## config.mk

```make
export PLATFORM = sky130hd
export DESIGN_NAME = sync_input_trigger
export DESIGN_NICKNAME = d
export VERILOG_FILES = /design/src/shared/sync_trigger_pkg.sv /design/src/core/sync_edge_detect.sv /design/src/core/sync_input_trigger.sv
export SDC_FILE = /design/constraint.sdc
export NUM_CORES = 1
export LEC_CHECK = 0
export ABC_CLOCK_PERIOD_IN_PS = 5150
export BUFFER_PORTS_ARGS = -buffer_cell sky130_fd_sc_hd__buf_4
export CORE_MARGIN = 2
export CORE_UTILIZATION = 35
export DETAILED_ROUTE_END_ITERATION = 10
export PLACE_DENSITY = 0.53
export RECOVER_POWER = 50
export SYNTH_ARGS = -nofsm -noshare
export SYNTH_HDL_FRONTEND = slang
export SYNTH_SLANG_ARGS = --single-unit
```

## constraint.sdc

```tcl
create_clock -name i_clk -period 5.15 [get_ports i_clk]
set_input_delay 0.2575 -clock i_clk [delete_from_list [all_inputs] [get_ports i_clk]]
set_output_delay 0.2575 -clock i_clk [all_outputs]
set_load 0.01 [all_outputs]
```

## src/shared/sync_trigger_pkg.sv

```systemverilog
// Shared constants for the sync-input trigger block
package sync_trigger_pkg;
  localparam int unsigned CLK_HZ = 100_000_000;
  localparam int unsigned DELAY_UNIT_US = 100;
  localparam int unsigned DELAY_UNIT_CYCLES = (CLK_HZ / 1_000_000) * DELAY_UNIT_US;
  localparam logic [15:0] DELAY_MAX = 16'hEA60;
  localparam logic [7:0] MSG_SYNC_CONFIG = 8'h2C;
  localparam int unsigned RECORD_BYTES = 12;
  localparam logic [3:0] OFS_ACTION = 4'h0;
  localparam logic [3:0] OFS_LINE = 4'h1;
  localparam logic [3:0] OFS_EDGE = 4'h2;
  localparam logic [3:0] OFS_SKIP_FIRST_LO = 4'h4;
  localparam logic [3:0] OFS_SKIP_FIRST_HI = 4'h5;
  localparam logic [3:0] OFS_SKIP_FACTOR_LO = 4'h6;
  localparam logic [3:0] OFS_SKIP_FACTOR_HI = 4'h7;
  localparam logic [3:0] OFS_DELAY_LO = 4'hA;
  localparam logic [3:0] OFS_DELAY_HI = 4'hB;
  localparam logic [7:0] ACTION_SEND_LATEST = 8'h08;
  localparam logic [7:0] LINE_SYNC_IN = 8'h02;
  localparam logic [7:0] EDGE_RISING = 8'h01;
  localparam logic [7:0] EDGE_FALLING = 8'h02;
  localparam logic [7:0] EDGE_BOTH = 8'h03;
  // Register map, word aligned byte addresses
  localparam logic [3:0] ADDR_MSG = 4'h0;
  localparam logic [3:0] ADDR_DATA = 4'h4;
  localparam logic [3:0] ADDR_CTRL = 4'h8;
  localparam logic [3:0] ADDR_STATUS = 4'hC;
  localparam logic [31:0] RESET_WORD = 32'h0000_0000;
  typedef enum logic [1:0] {ST_IDLE, ST_DELAY} trig_state_t;
endpackage

```

## src/core/sync_edge_detect.sv

```systemverilog
// Pin synchroniser with edge detection on agreeing stages
`timescale 1ns/1ps
`default_nettype none
module sync_edge_detect (
  // Clock and reset
  input wire logic i_clk,
  input wire logic i_reset_n,
  // Pin and edges
  input wire logic i_pin,
  output logic o_rise,
  output logic o_fall
);
  logic s1;
  logic s2;
  logic s3;
  logic level;

  always_ff @(posedge i_clk or negedge i_reset_n) begin
    if (!i_reset_n) begin
      s1 <= 1'b0;
      s2 <= 1'b0;
      s3 <= 1'b0;
      level <= 1'b0;
    end else begin
      s1 <= i_pin;
      s2 <= s1;
      s3 <= s2;
      if (s2 == s3) begin
        level <= s3;
      end
    end
  end

  assign o_rise = (s2 == s3) && s3 && !level;
  assign o_fall = (s2 == s3) && !s3 && level;
endmodule
`default_nettype wire

```

## src/core/sync_input_trigger.sv

```systemverilog
// Sync-input trigger: configuration record intake and sync event qualification
// Contract
// Accepted sync pulse requests sending the latest data; estimation never stalls.
// Sync config message id 0x2C carries 12-byte setting records, applied.
// Byte 0 action code 8 sends latest; byte 1 line 2 selects sync in.
// Edge byte: 1 rising, 2 falling, 3 both edges.
// Skip the first N sync events, N from bytes 4-5.
// After each action skip M events, M from bytes 6-7.
// Delay bytes 10-11 in 100 us units, at most 60000, before acting.
// Bytes 3, 8 and 9 of a record are ignored.
`timescale 1ns/1ps
`default_nettype none
module sync_input_trigger
  import sync_trigger_pkg::*;
(
  // Clock and reset
  input wire logic i_clk,
  input wire logic i_reset_n,
  // Wishbone slave
  input wire logic i_wb_cyc,
  input wire logic i_wb_stb,
  input wire logic i_wb_we,
  input wire logic [3:0] i_wb_adr,
  input wire logic [3:0] i_wb_sel,
  input wire logic [31:0] i_wb_dat,
  output logic o_wb_ack,
  output logic [31:0] o_wb_dat,
  // Sync pin
  input wire logic i_sync_in,
  // Output request to the data path
  output logic o_send_latest
);
  // Record intake
  logic [7:0] msg_id;
  logic [3:0] byte_idx;
  logic [7:0] rec_action;
  logic [7:0] rec_line;
  logic [7:0] rec_edge;
  logic [15:0] rec_skip_first;
  logic [15:0] rec_skip_factor;
  logic [15:0] rec_delay;
  // Active settings
  logic armed;
  logic [7:0] cfg_edge;
  logic [15:0] cfg_skip_factor;
  logic [15:0] cfg_delay;
  // Trigger state

  // Trigger state
  trig_state_t state;
  logic [15:0] skip_cnt;
  logic [15:0] units_left;
  logic [13:0] cyc_cnt;
  logic send_pulse;
  logic [15:0] action_count;
  logic [15:0] event_count;

  // Bus side
  logic ack;
  logic [31:0] rdata;

  function automatic logic [15:0] clamp_delay(input logic [15:0] v);
    clamp_delay = (v > DELAY_MAX) ? DELAY_MAX : v;
  endfunction

  // An edge counts when the configured edge code selects it
  function automatic logic edge_selected(input logic [7:0] code, input logic r, input logic f);
    edge_selected = (r && (code == EDGE_RISING || code == EDGE_BOTH)) ||
                    (f && (code == EDGE_FALLING || code == EDGE_BOTH));
  endfunction

  // Read data for a register address; unmapped addresses read zero
  function automatic logic [31:0] read_word(input logic [3:0] adr, input logic [7:0] id, input logic [3:0] idx,
                                            input logic [15:0] events, input logic [31:0] status);
    if (adr == ADDR_MSG) begin
      read_word = {24'h00_0000, id};
    end else if (adr == ADDR_DATA) begin
      read_word = {28'h000_0000, idx};
    end else if (adr == ADDR_CTRL) begin
      read_word = {16'h0000, events};
    end else if (adr == ADDR_STATUS) begin
      read_word = status;
    end else begin
      read_word = RESET_WORD;
    end
  endfunction

  // Bus decode
  // A pending ack blocks a second take of the same request
  wire req = i_wb_cyc && i_wb_stb && !ack;
  // Only byte lane 0 carries data; writes without it are dropped
  wire wr = req && i_wb_we && i_wb_sel[0];
  wire wr_msg = wr && (i_wb_adr == ADDR_MSG);
  wire wr_data = wr && (i_wb_adr == ADDR_DATA);
  wire wr_ctrl = wr && (i_wb_adr == ADDR_CTRL);
  wire [7:0] wbyte = i_wb_dat[7:0];
  wire in_msg = (msg_id == MSG_SYNC_CONFIG);
  wire rec_last = wr_data && in_msg && (byte_idx == OFS_DELAY_HI);
  wire [15:0] rec_delay_full = {wbyte, rec_delay[7:0]};

  wire rec_match = (rec_action == ACTION_SEND_LATEST) && (rec_line == LINE_SYNC_IN);
  wire apply_rec = rec_last && rec_match;
  // Status: delay running, armed, action count
  wire [31:0] status_word = {14'h0000, state == ST_DELAY, armed, action_count};
  wire [31:0] next_rdata = read_word(i_wb_adr, msg_id, byte_idx, event_count, status_word);

  // Edge qualification
  logic rise;
  logic fall;
  sync_edge_detect u_edge (
    .i_clk(i_clk),
    .i_reset_n(i_reset_n),
    .i_pin(i_sync_in),
    .o_rise(rise),
    .o_fall(fall)
  );
  wire edge_hit = edge_selected(cfg_edge, rise, fall);
  wire event_ok = armed && edge_hit;
  wire skipping = (skip_cnt != 16'h0000);
  wire qualify = event_ok && !skipping;
  // One delay unit is a fixed number of clock cycles
  wire unit_tick = (cyc_cnt == 14'(DELAY_UNIT_CYCLES - 1));
  wire delay_done = (state == ST_DELAY) && ((units_left == 16'h0000) || (unit_tick && units_left == 16'h0001));

  // Bus handshake and read data
  always_ff @(posedge i_clk or negedge i_reset_n) begin
    if (!i_reset_n) begin
      ack <= 1'b0;
      rdata <= RESET_WORD;
    end else begin
      ack <= req;
      if (req) begin
        rdata <= next_rdata;
      end
    end
  end
  assign o_wb_ack = ack;
  assign o_wb_dat = rdata;

  // Message intake: each 12-byte record walks through byte_idx
  always_ff @(posedge i_clk or negedge i_reset_n) begin
    if (!i_reset_n) begin
      msg_id <= 8'h00;
      byte_idx <= 4'h0;
      rec_action <= 8'h00;
      rec_line <= 8'h00;
      rec_edge <= 8'h00;
      rec_skip_first <= 16'h0000;
      rec_skip_factor <= 16'h0000;
      rec_delay <= 16'h0000;
    end else if (wr_msg) begin
      msg_id <= wbyte;
      byte_idx <= 4'h0;
    end else if (wr_data && in_msg) begin
      byte_idx <= (byte_idx == 4'(RECORD_BYTES - 1)) ? 4'h0 : byte_idx + 4'h1;
      case (byte_idx)
        OFS_ACTION: rec_action <= wbyte;
        OFS_LINE: rec_line <= wbyte;
        OFS_EDGE: rec_edge <= wbyte;
        OFS_SKIP_FIRST_LO: rec_skip_first[7:0] <= wbyte;
        OFS_SKIP_FIRST_HI: rec_skip_first[15:8] <= wbyte;
        OFS_SKIP_FACTOR_LO: rec_skip_factor[7:0] <= wbyte;
        OFS_SKIP_FACTOR_HI: rec_skip_factor[15:8] <= wbyte;
        OFS_DELAY_LO: rec_delay[7:0] <= wbyte;
        OFS_DELAY_HI: rec_delay[15:8] <= wbyte;
        default: ;
      endcase
    end
  end

  // Apply a completed record; a control write of bit 0 disarms
  // Records for other actions or lines leave the active settings alone
  always_ff @(posedge i_clk or negedge i_reset_n) begin
    if (!i_reset_n) begin
      armed <= 1'b0;
      cfg_edge <= 8'h00;
      cfg_skip_factor <= 16'h0000;
      cfg_delay <= 16'h0000;
    end else if (apply_rec) begin
      armed <= 1'b1;
      cfg_edge <= rec_edge;
      cfg_skip_factor <= rec_skip_factor;
      cfg_delay <= clamp_delay(rec_delay_full);
    end else if (wr_ctrl && wbyte[0]) begin
      armed <= 1'b0;
    end
  end

  // Skipping, delay and action: next values
  trig_state_t next_state;
  logic [15:0] next_skip_cnt;
  logic [15:0] next_units_left;
  logic [13:0] next_cyc_cnt;
  logic next_send;
  logic [15:0] next_action_count;
  logic [15:0] next_event_count;

  always_comb begin
    next_state = state;
    next_skip_cnt = skip_cnt;
    next_units_left = units_left;
    next_cyc_cnt = cyc_cnt;
    next_send = 1'b0;
    next_action_count = action_count;
    next_event_count = event_count;
    if (apply_rec) begin
      // A fresh record aborts a pending delay and restarts skipping
      next_state = ST_IDLE;
      next_skip_cnt = rec_skip_first;
      next_units_left = 16'h0000;
      next_cyc_cnt = 14'h0000;
    end else begin
      if (event_ok) begin
        next_event_count = event_count + 16'h0001;
      end
      // Edges during a running delay do not count toward skipping
      if (event_ok && skipping && state == ST_IDLE) begin
        next_skip_cnt = skip_cnt - 16'h0001;
      end
      case (state)
        ST_IDLE: begin
          if (qualify) begin
            next_state = ST_DELAY;
            next_units_left = cfg_delay;
            next_cyc_cnt = 14'h0000;
          end
        end
        ST_DELAY: begin
          next_cyc_cnt = unit_tick ? 14'h0000 : cyc_cnt + 14'h0001;
          if (unit_tick && units_left != 16'h0000) begin
            next_units_left = units_left - 16'h0001;
          end
          if (delay_done) begin
            next_state = ST_IDLE;
            next_send = 1'b1;
            next_skip_cnt = cfg_skip_factor;
            next_action_count = action_count + 16'h0001;
          end
        end
        default: next_state = ST_IDLE;
      endcase
    end
  end

  // Registered trigger state
  always_ff @(posedge i_clk or negedge i_reset_n) begin
    if (!i_reset_n) begin
      state <= ST_IDLE;
      skip_cnt <= 16'h0000;
      units_left <= 16'h0000;
      cyc_cnt <= 14'h0000;
      send_pulse <= 1'b0;
      action_count <= 16'h0000;
      event_count <= 16'h0000;
    end else begin
      state <= next_state;
      skip_cnt <= next_skip_cnt;
      units_left <= next_units_left;
      cyc_cnt <= next_cyc_cnt;
      send_pulse <= next_send;
      action_count <= next_action_count;
      event_count <= next_event_count;
    end
  end

  assign o_send_latest = send_pulse;
endmodule
`default_nettype wire

```

==> results of run 1 <==
[routing by layer]
metal | global-route usage (%) | share of wire [%] | vias up
met5 | 0 | 0 | -
met4 | 4.031 | 2.0 | 0
met3 | 2.417 | 3.5 | 38
met2 | 25.72 | 45 | 110
met1 | 24.41 | 50 | 3764
li1 | - | - | 3666
[cell families after synthesis]
kind of cell | count (synthesis) | share of synthesized area [%]
and+or+nand+nor | 402 | 19.28
DFF | 220 | 51.47
AOI/OAI and AO/OA | 140 | 8.516
muxes | 113 | 11.75
buffers and inverters | 83 | 3.662
xor gates and xnor gates | 46 | 3.767
adders and majority gates | 13 | 1.521
other | 1 | 0.03506
[power by group through the flow]
stage          combinational (W)  sequential, W  clock, W
6_report                0.000128        0.00175   0.00197
5_1_grt                 0.000146        0.00176   0.00209
4_1_cts                 0.000137        0.00175   0.00201
3_5_place_dp            0.000136        0.00178         0
3_3_place_gp            0.000135        0.00179         0
2_1_floorplan          0.0000627        0.00178         0
[critical path, stage by stage (launching register included)]
cell,delay [ns]
dfrtp_1,0.35
nand3b_1,0.10
clkbuf_1,0.81
inv_1,0.34
nand3_1,0.21
or2_1,0.22
or3_2,0.48
nand3_1,0.49
o21ai_0,0.31
[per-stage QoR]
step	hold slack (ns)	cells	utilization, %	worst slack [ns]
after floorplan	-0.03809	1031	-	2.768
after global placement	0.3558	1408	37.18	2.051
after detailed placement	0.3347	1408	37.18	1.987
after CTS	0.05043	1458	40.29	1.988
after global routing	0.08186	1458	40.00	1.378
final	0.06450	1459	40.01	1.732
[placed cells by master, fill, tap and decap left out, drive strengths merged, types with 5 or more instances in the layout]
master    n
dfrtp   220
nand2   162
mux2     80
clkbuf   60
o21ai    59
nand3    45
nor3     40
nor2     37
mux2i    31
nand4    29
xor2     24
buf      24
xnor2    22
nor4     20
a21oi    19
inv      17
conb     14
ha       13
a22o     10
and3     10
or4       8
nand3b    7
nor4b     7
a22oi     7
or3       7
or2       7
o211ai    6
and2      5
clkinv    5
[path summary, 6_finish.rpt]
path                              from       endpoint  cells after the start
min                        i_wb_dat[6]  cfg_delay[14]                      3
max                           o_wb_ack  units_left[4]                      8
max reg2reg                   o_wb_ack  units_left[4]                      8
max in group asynchronous    i_reset_n    rec_line[2]                      3
min in group asynchronous    i_reset_n     cyc_cnt[0]                      2
min reg2reg                  u_edge.s1      u_edge.s2                      0
[sequential cells by signal, indices dropped and copies added, names as in the netlist, 4 cells and up]
signal and cells:
skip_cnt 16, msg_id 8, action_count 16, rec_delay 8
rec_skip_factor 16, rec_action 8, o_wb_dat 18, cfg_edge 8
cfg_skip_factor 16, byte_idx 4, rec_line 8, rec_edge 8
cyc_cnt 14, cfg_delay 16, event_count 16, units_left 16
rec_skip_first 16
[layout make-up]
class                      instances  share of cell area (%)
clock buffer                      37                   6.286
sequential                       220                   45.34
antenna                            1                 0.02061
tap                              396                   4.081
timing repair buffer              49                   2.401
clock inverter                    11                   1.319
multi-input combinational        728                   40.02
inverter                          17                  0.5256
==> impl_metrics.ini, run 1 <==
[cts]
hold_buffers = 2
path_clk_slew_ns = 0.06
root_buffer = clkbuf_16
cts_resized = 0
htree_levels = 1
cts_made_buffers = 26
clock_path_buffers = 3
cts_tree = done
post_cts_buffers = 0
numClockSinks = 220
clkLatencyLatePin_ns = 0.53

[sta]
period_share_pct = 66.38
rsz0062_at_grt = no
fin_tns_setup_ns = 0
slew_headroom_pct = -67.31
setup_viol_count_final = 0
finClkSkew_ns = 0.01457
fin_crit_ns = 3.418
maxSlewViolCount = 96
hold_violations = 0
fmax_ghz = 0.2925
worstMarginPinSlew_ns = 2.510

[layout]
nets = 1101
fin_area_um2 = 12140
multi_input_area_um2 = 4860
syn_to_final_growth_pct = 13.52
nFillCells = 2943
drive_gt1_share_pct = 16.20
final-seq-area_um2 = 5505

[worst_setup_path]
required_ns = 5.58
cp-end-kind = flip-flop
critPathMaxFanout = 24
worst-r2r-setup-slack_ns = 1.73
start_kind = flip-flop
critical_path_class = flip-flop to flip-flop
arrival_ns = 3.85

[placed_design]
placed_area_um2 = 11280
numPortBuffers = 38
place.gp.congestion = 0.7871
hpwl_um = 16760

[run_status]
status = complete, but fails checks
violations = capacitance limit, slew limit

[die]
die_area_um2 = 31970
coreArea_um2 = 30350
die_h_um = 178.8
die_w_um = 178.8
io_pins = 80
initial_core_util_pct = 35.24
rows = 64

[logic_synthesis]
synth_top_area_share_pct = 51.47
syn-cell-area_um2 = 10700
synth_most_common_cell = dfrtp_1
synth_area_per_cell_um2 = 10.51
synthArstFlopShare_pct = 100.0
syn-instance-count = 1018
synth_edf_count = 0
yosysWarningCount = 0
ys_ff_latch = 220
netlist_top_cells_count = dfrtp_1 (220), nand2_1 (162), mux2_2 (78)
synth_cell_type_count = 68
yosysTopAreaCell = dfrtp_1
ys.flop_type = dfrtp_1
seq_area_frac_synth_pct = 51.47
synthTopCellsByArea = dfrtp_1 (51%), mux2_2 (8.2%), nand2_1 (5.7%)

[power_and_ir_drop]
clkPwrFrac_pct = 51.1
peakVddDrop_uv = 252.5
p_int_w = 0.003006
sw_frac_of_total_pct = 21.95
seqPwrFrac_pct = 45.6
combPwrFrac_pct = 3.3
fin_total_pwr_w = 0.003851
p_per_area_nw_per_um2 = 317.1
leakage_nw = 5.671
p_sw_w = 0.0008450

[detailed_routing]
wl_per_cell_um = 17.51
ant_nets = 0
num_vias = 7578
vias_per_cell = 5.194
drcViolationCount = 0
wirelength_um = 25550
drt-initial-drc-count = 414
first_pass_iters = 4

[global_route]
grt_pass1_wl_um = 41920
grt_use_total_pct = 16.60
grt_max_degree = 96
grt_pass1_vias = 7512
grt_overflow = 0
antenna_found_initial = 0

[hold_path]
hold_class = primary input to flip-flop

[flow_run]
cap_violations = 1
(Power assumes the default switching activity.)
==> inputs of run 2 (changes only) <==
--- a/config.mk
+++ b/config.mk
@@ -5,12 +5,13 @@
 export SDC_FILE = /design/constraint.sdc
 export NUM_CORES = 1
 export LEC_CHECK = 0
-export ABC_CLOCK_PERIOD_IN_PS = 5150
+export ABC_AREA = 1
+export ABC_CLOCK_PERIOD_IN_PS = 2900
 export BUFFER_PORTS_ARGS = -buffer_cell sky130_fd_sc_hd__buf_4
 export CORE_MARGIN = 2
 export CORE_UTILIZATION = 35
 export DETAILED_ROUTE_END_ITERATION = 10
-export PLACE_DENSITY = 0.53
+export PLACE_DENSITY = 0.55
 export RECOVER_POWER = 50
 export SYNTH_ARGS = -nofsm -noshare
 export SYNTH_HDL_FRONTEND = slang
==> constraint.sdc (replaced) <==
create_clock -name i_clk -period 2.9 [get_ports i_clk]
set_input_delay 0.145 -clock i_clk [delete_from_list [all_inputs] [get_ports i_clk]]
set_output_delay 0.145 -clock i_clk [all_outputs]
set_load 0.01 [all_outputs]
==> impl_metrics.ini, run 2 <==
[cts]
path_clk_slew_ns = 0.06
cts_made_buffers = 27
clkLatencyLatePin_ns = 0.54
clock_path_buffers = 3
numClockSinks = 220
post_cts_buffers = 0
cts_tree = done
htree_levels = 1
root_buffer = clkbuf_16

[placed_design]
hpwl_um = 18910
place.gp.congestion = 0.8242
numPortBuffers = 38

[detailed_routing]
wirelength_um = 27220
drt-initial-drc-count = 610
drcViolationCount = 0
wl_per_cell_um = 14.39
first_pass_iters = 5
vias_per_cell = 4.754
ant_nets = 0
num_vias = 8990

[logic_synthesis]
synth_edf_count = 0
syn-cell-area_um2 = 11120
ys_ff_latch = 220
yosysTopAreaCell = dfrtp_1
seq_area_frac_synth_pct = 49.49
synth_area_per_cell_um2 = 7.856
synthTopCellsByArea = dfrtp_1 (49%), nand2_1 (16%), o21ai_0 (5.0%)
netlist_top_cells_count = nand2_1 (475), dfrtp_1 (220), inv_1 (127)
syn-instance-count = 1416
synth_most_common_cell = nand2_1
ys.flop_type = dfrtp_1
yosysWarningCount = 0
synth_cell_type_count = 36
synth_top_area_share_pct = 49.49
synthArstFlopShare_pct = 100.0

[global_route]
antenna_found_initial = 0
grt_max_degree = 87
grt_use_total_pct = 16.89
grt_pass1_wl_um = 45770
grt_overflow = 0
grt_pass1_vias = 8746

[worst_setup_path]
critical_path_class = flip-flop to flip-flop
reg2reg_from = units_left[0]
cp-end-kind = flip-flop
path_cells = inv_1 -> ha_1 -> nand2_1 -> nor2_1 -> nand2_1 -> nand2_1 -> nand3_2 -> inv_1 -> nand2_1 -> o21ai_1
start_kind = flip-flop
crit_slowest_cell = inv_1
required_ns = 3.35
crit_path_max_incr_delay_ns = 0.56
path_buf_inv = 2
cp-startpoint = units_left[0]
critPathMaxFanout = 21
crit_family = simple AND/OR/NAND/NOR gates
arrival_ns = 2.96
crit_top_cell = nand2_1

[sta]
fmax_ghz = 0.3984
fin_tns_setup_ns = 0
maxSlewViolCount = 0
setup_viol_count_final = 0
finClkSkew_ns = 0.008434
slew_headroom_pct = 11.48
fin_crit_ns = 2.510
rsz0062_at_grt = no
period_share_pct = 86.55
worstMarginPinSlew_ns = 1.328
hold_violations = 0

[die]
io_pins = 80
coreArea_um2 = 31390
die_area_um2 = 33230
rows = 65
initial_core_util_pct = 35.44
die_w_um = 182.3
die_h_um = 182.3

[power_and_ir_drop]
p_sw_w = 0.001621
p_int_w = 0.005474
clkPwrFrac_pct = 51.6
seqPwrFrac_pct = 44.3
sw_frac_of_total_pct = 22.85
peakVddDrop_uv = 412.0
leakage_nw = 6.139
combPwrFrac_pct = 4.1
fin_total_pwr_w = 0.007095
p_per_area_nw_per_um2 = 554.4

[layout]
syn_to_final_growth_pct = 15.04
largest_register_ffs = 18
final_common_cell = nand2_1
drive_gt1_share_pct = 7.527
nets = 1526
final_cell_mix = nand2_1 (475), dfrtp_1 (220), inv_1 (127)

[hold_path]
hold_class = primary input to flip-flop
hp-start = i_wb_we

[run_status]
status = finished clean

[flow_run]
cap_violations = 0
-- run 2: changes by cell type after synthesis, sizes merged, moves of 40 or more --
cell | previous run | this run
nand2 | 162 | 479
inv | 17 | 129
mux2 | 80 | 0
o21ai | 59 | 137
nor2 | 37 | 111
nand3 | 45 | 85
-- run 2: cell type report --
class,instances,area [µm²]
Fill cell,3225,18600
Inverter,129,486.7
Tap cell,402,503.0
Multi-Input combinational cell,1019,4855
Timing Repair Buffer,70,464.2
Antenna cell,1,2.502
Sequential cell,220,5505
Clock buffer,32,744.5
Clock inverter,18,236.5
-- run 2: worst min-delay path, stage by stage --
cell and delay (ns):
buf_4 0.12, nand3_2 0.10, o31ai_1 0.10, nand2_1 0.07
-- run 2: routing by layer --
layer,wire length [µm],up-vias,GRT usage [%]
met2,12070,122,26.84
li1,-,4648,-
met4,520,0,3.677
met3,807,35,2.195
met1,13820,4185,24.65
met5,0,-,0
-- run 2: cell families after synthesis --
logic type | synth area share, %
AND/OR/NAND/NOR | 28.95
flip-flops | 49.49
buffers and inverters | 7.356
AO/OA/AOI/OAI | 9.009
XOR/XNOR | 3.700
adder cells (fa/ha/maj) | 1.462
other | 0.03371
-- run 2: worst paths after layout --
path	end	slack, ns	cells after the start
max reg2reg	action_count[11]	0.39	10
min in group asynchronous	units_left[14]	0.18	2
min	armed	0.04	4
max in group asynchronous	rec_line[1]	0.96	3
max	action_count[11]	0.39	10
min reg2reg	u_edge.s2	0.35	0
-- run 2: power groups by stage --
| stage | sequential (W) | clock [W] | combinational, W |
|---|---|---|---|
| after floorplan | 0.00320 | 0 | 0.000131 |
| after global placement | 0.00320 | 0 | 0.000308 |
| after detailed placement | 0.00320 | 0 | 0.000311 |
| after CTS | 0.00314 | 0.00375 | 0.000324 |
| after global routing | 0.00315 | 0.00388 | 0.000334 |
| final | 0.00314 | 0.00366 | 0.000292 |
-- run 2: stage by stage --
stage | setup slack (ns) | area (µm²) | cells | hold slack (ns) | utilization [%]
6_report | 0.3900 | 12800 | 1891 | 0.03544 | 40.77
5_1_grt | 0.2072 | 12790 | 1890 | 0.01951 | 40.76
4_1_cts | 0.4014 | 12920 | 1890 | 0.002243 | 41.14
3_5_place_dp | 0.4707 | 11840 | 1830 | 0.2083 | 37.70
3_3_place_gp | 0.5091 | 11840 | 1830 | 0.2098 | 37.70
2_1_floorplan | 1.151 | 11170 | 1429 | -0.1506 | -
-- run 2: what timing repair did --
item | CTS | global route
hold buffers | 10 | 0
hold endpoints to repair | 95 | 0
gates resized for setup | 0 | 0
==> inputs of run 3 (changes only) <==
--- a/config.mk
+++ b/config.mk
@@ -5,7 +5,6 @@
 export SDC_FILE = /design/constraint.sdc
 export NUM_CORES = 1
 export LEC_CHECK = 0
-export ABC_AREA = 1
 export ABC_CLOCK_PERIOD_IN_PS = 2900
 export BUFFER_PORTS_ARGS = -buffer_cell sky130_fd_sc_hd__buf_4
 export CORE_MARGIN = 2
==> impl_metrics.ini, run 3 (synthesis gave the netlist of run 1 again) <==
[detailed_routing]
drt-initial-drc-count = 518
wl_per_cell_um = 17.45
ant_nets = 0
vias_per_cell = 5.224
num_vias = 7789
drcViolationCount = 0
first_pass_iters = 5
wirelength_um = 26010

[placed_design]
placed_cells = 1432
numPortBuffers = 38
pre_cts_slack_ns = 0.1726
place.gp.congestion = 0.7818
placed_area_um2 = 11530
hpwl_um = 17170

[global_route]
antenna_found_initial = 0
grt_max_degree = 99
grt_pass1_wl_um = 42630
grt_use_total_pct = 16.81
grt_overflow = 0
grt_pass1_vias = 7678

[cts]
numClockSinks = 220
root_buffer = clkbuf_16
clock_path_buffers = 3
htree_levels = 1
cts_tree = done
cts_made_buffers = 26
path_clk_slew_ns = 0.06
clkLatencyLatePin_ns = 0.53

[layout]
final-seq-area_um2 = 5505
largest_register_ffs = 18
syn_to_final_growth_pct = 18.16
nets = 1134
multi_input_area_um2 = 4858
n_antenna_cell = 0
fin_area_um2 = 12640
final_common_cell = dfrtp_1
fin_cells = 1491
final_cell_mix = dfrtp_1 (220), nand2_1 (162), mux2_2 (78)
nFillCells = 2928
drive_gt1_share_pct = 19.63

[power_and_ir_drop]
leakage_nw = 5.973
fin_total_pwr_w = 0.007197
p_per_area_nw_per_um2 = 569.5
peakVddDrop_uv = 300.4

[hold_path]
hp-start = i_wb_dat[1]
hold_class = primary input to flip-flop

[flow_run]
cap_violations = 1

[worst_setup_path]
critPathMaxFanout = 9
crit_slowest_cell = nor3_2
crit_path_max_incr_delay_ns = 0.64
path_cells = or4_4 -> nor4_4 -> a21oi_2 -> nor3_2 -> mux2_2
path_buf_inv = 0
required_ns = 3.31
crit_family = simple AND/OR/NAND/NOR gates
critical_path_class = flip-flop to flip-flop
reg2reg_from = cyc_cnt[5]
arrival_ns = 3.16
cp-startpoint = cyc_cnt[5]
cp-end-kind = flip-flop
start_kind = flip-flop

[sta]
period_share_pct = 94.83
hold_violations = 0
fin_crit_ns = 2.750
layout_setup_ws_ns = 0.1500
slew_headroom_pct = -59.94
fmax_ghz = 0.3636
maxSlewViolCount = 96
setup_viol_count_final = 0
finClkSkew_ns = 0.01119
rsz0062_at_grt = yes
worstMarginPinSlew_ns = 2.399
hold_ws_ns = 0.02814

[die]
die_w_um = 178.8
rows = 64
io_pins = 80
initial_core_util_pct = 35.24
coreArea_um2 = 30350
die_h_um = 178.8
die_area_um2 = 31970

[run_status]
violations = capacitance limit, slew limit
status = complete, but fails checks
## run 3: cell count changes in the layout (fill, tap and decap cells not counted), moves of 31 or more
cell     previous run  this run
o21ai_0           112        58
nand2_1           475       162
mux2_2              0        78
inv_1             127        17
mux2i_1             0        31
nor2_1            107        37
nand3_1            76        45
## run 3: final cells by class
cell class / count / share of cell area [%]
Clock buffer: 39 / 6.337
Clock inverter: 9 / 1.762
Inverter: 17 / 0.5050
Multi-Input combinational cell: 728 / 38.45
Sequential cell: 220 / 43.56
Tap cell: 396 / 3.921
Timing Repair Buffer: 82 / 5.465
## run 3: report_power, final
part	leakage [nW]	switching [W]	total, W	internal, W
clock	0.498	0.00130	0.00382	0.00252
combinational	2.47	0.000171	0.000258	0.0000875
sequential	3.01	0.0000215	0.00312	0.00309
total	5.97	0.00150	0.00720	0.00570
## run 3: worst paths after layout
path | endpoint | slack [ns] | cells past startpoint
min reg2reg | u_edge.s2 | 0.36 | 0
min | cfg_delay[9] | 0.03 | 2
min in group asynchronous | u_edge.s1 | 0.91 | 2
max | action_count[1] | 0.15 | 5
max reg2reg | action_count[1] | 0.15 | 5
max in group asynchronous | rec_skip_factor[2] | 0.51 | 3
## run 3: stage by stage
stage,utilization (%),TNS (ns)
4_1_cts,41.71,0
2_1_floorplan,-,0
6_report,41.64,0
3_5_place_dp,37.98,0
5_1_grt,41.64,-0.2216
3_3_place_gp,37.98,0
## run 3: routing by layer
| layer | vias to the layer above | wire length [µm] | GRT usage, % |
|---|---|---|---|
| met5 | - | 0 | 0 |
| met4 | 0 | 552 | 4.505 |
| met3 | 45 | 982 | 2.205 |
| met2 | 136 | 11710 | 25.69 |
| met1 | 3874 | 12760 | 25.01 |
| li1 | 3734 | - | - |
## run 3: timing repair
action,in CTS,in global routing
endpoints found under the hold margin,114,0
hold buffers,11,0
setup buffers,0,0
endpoints found under the setup margin,0,16
resized for setup,0,0
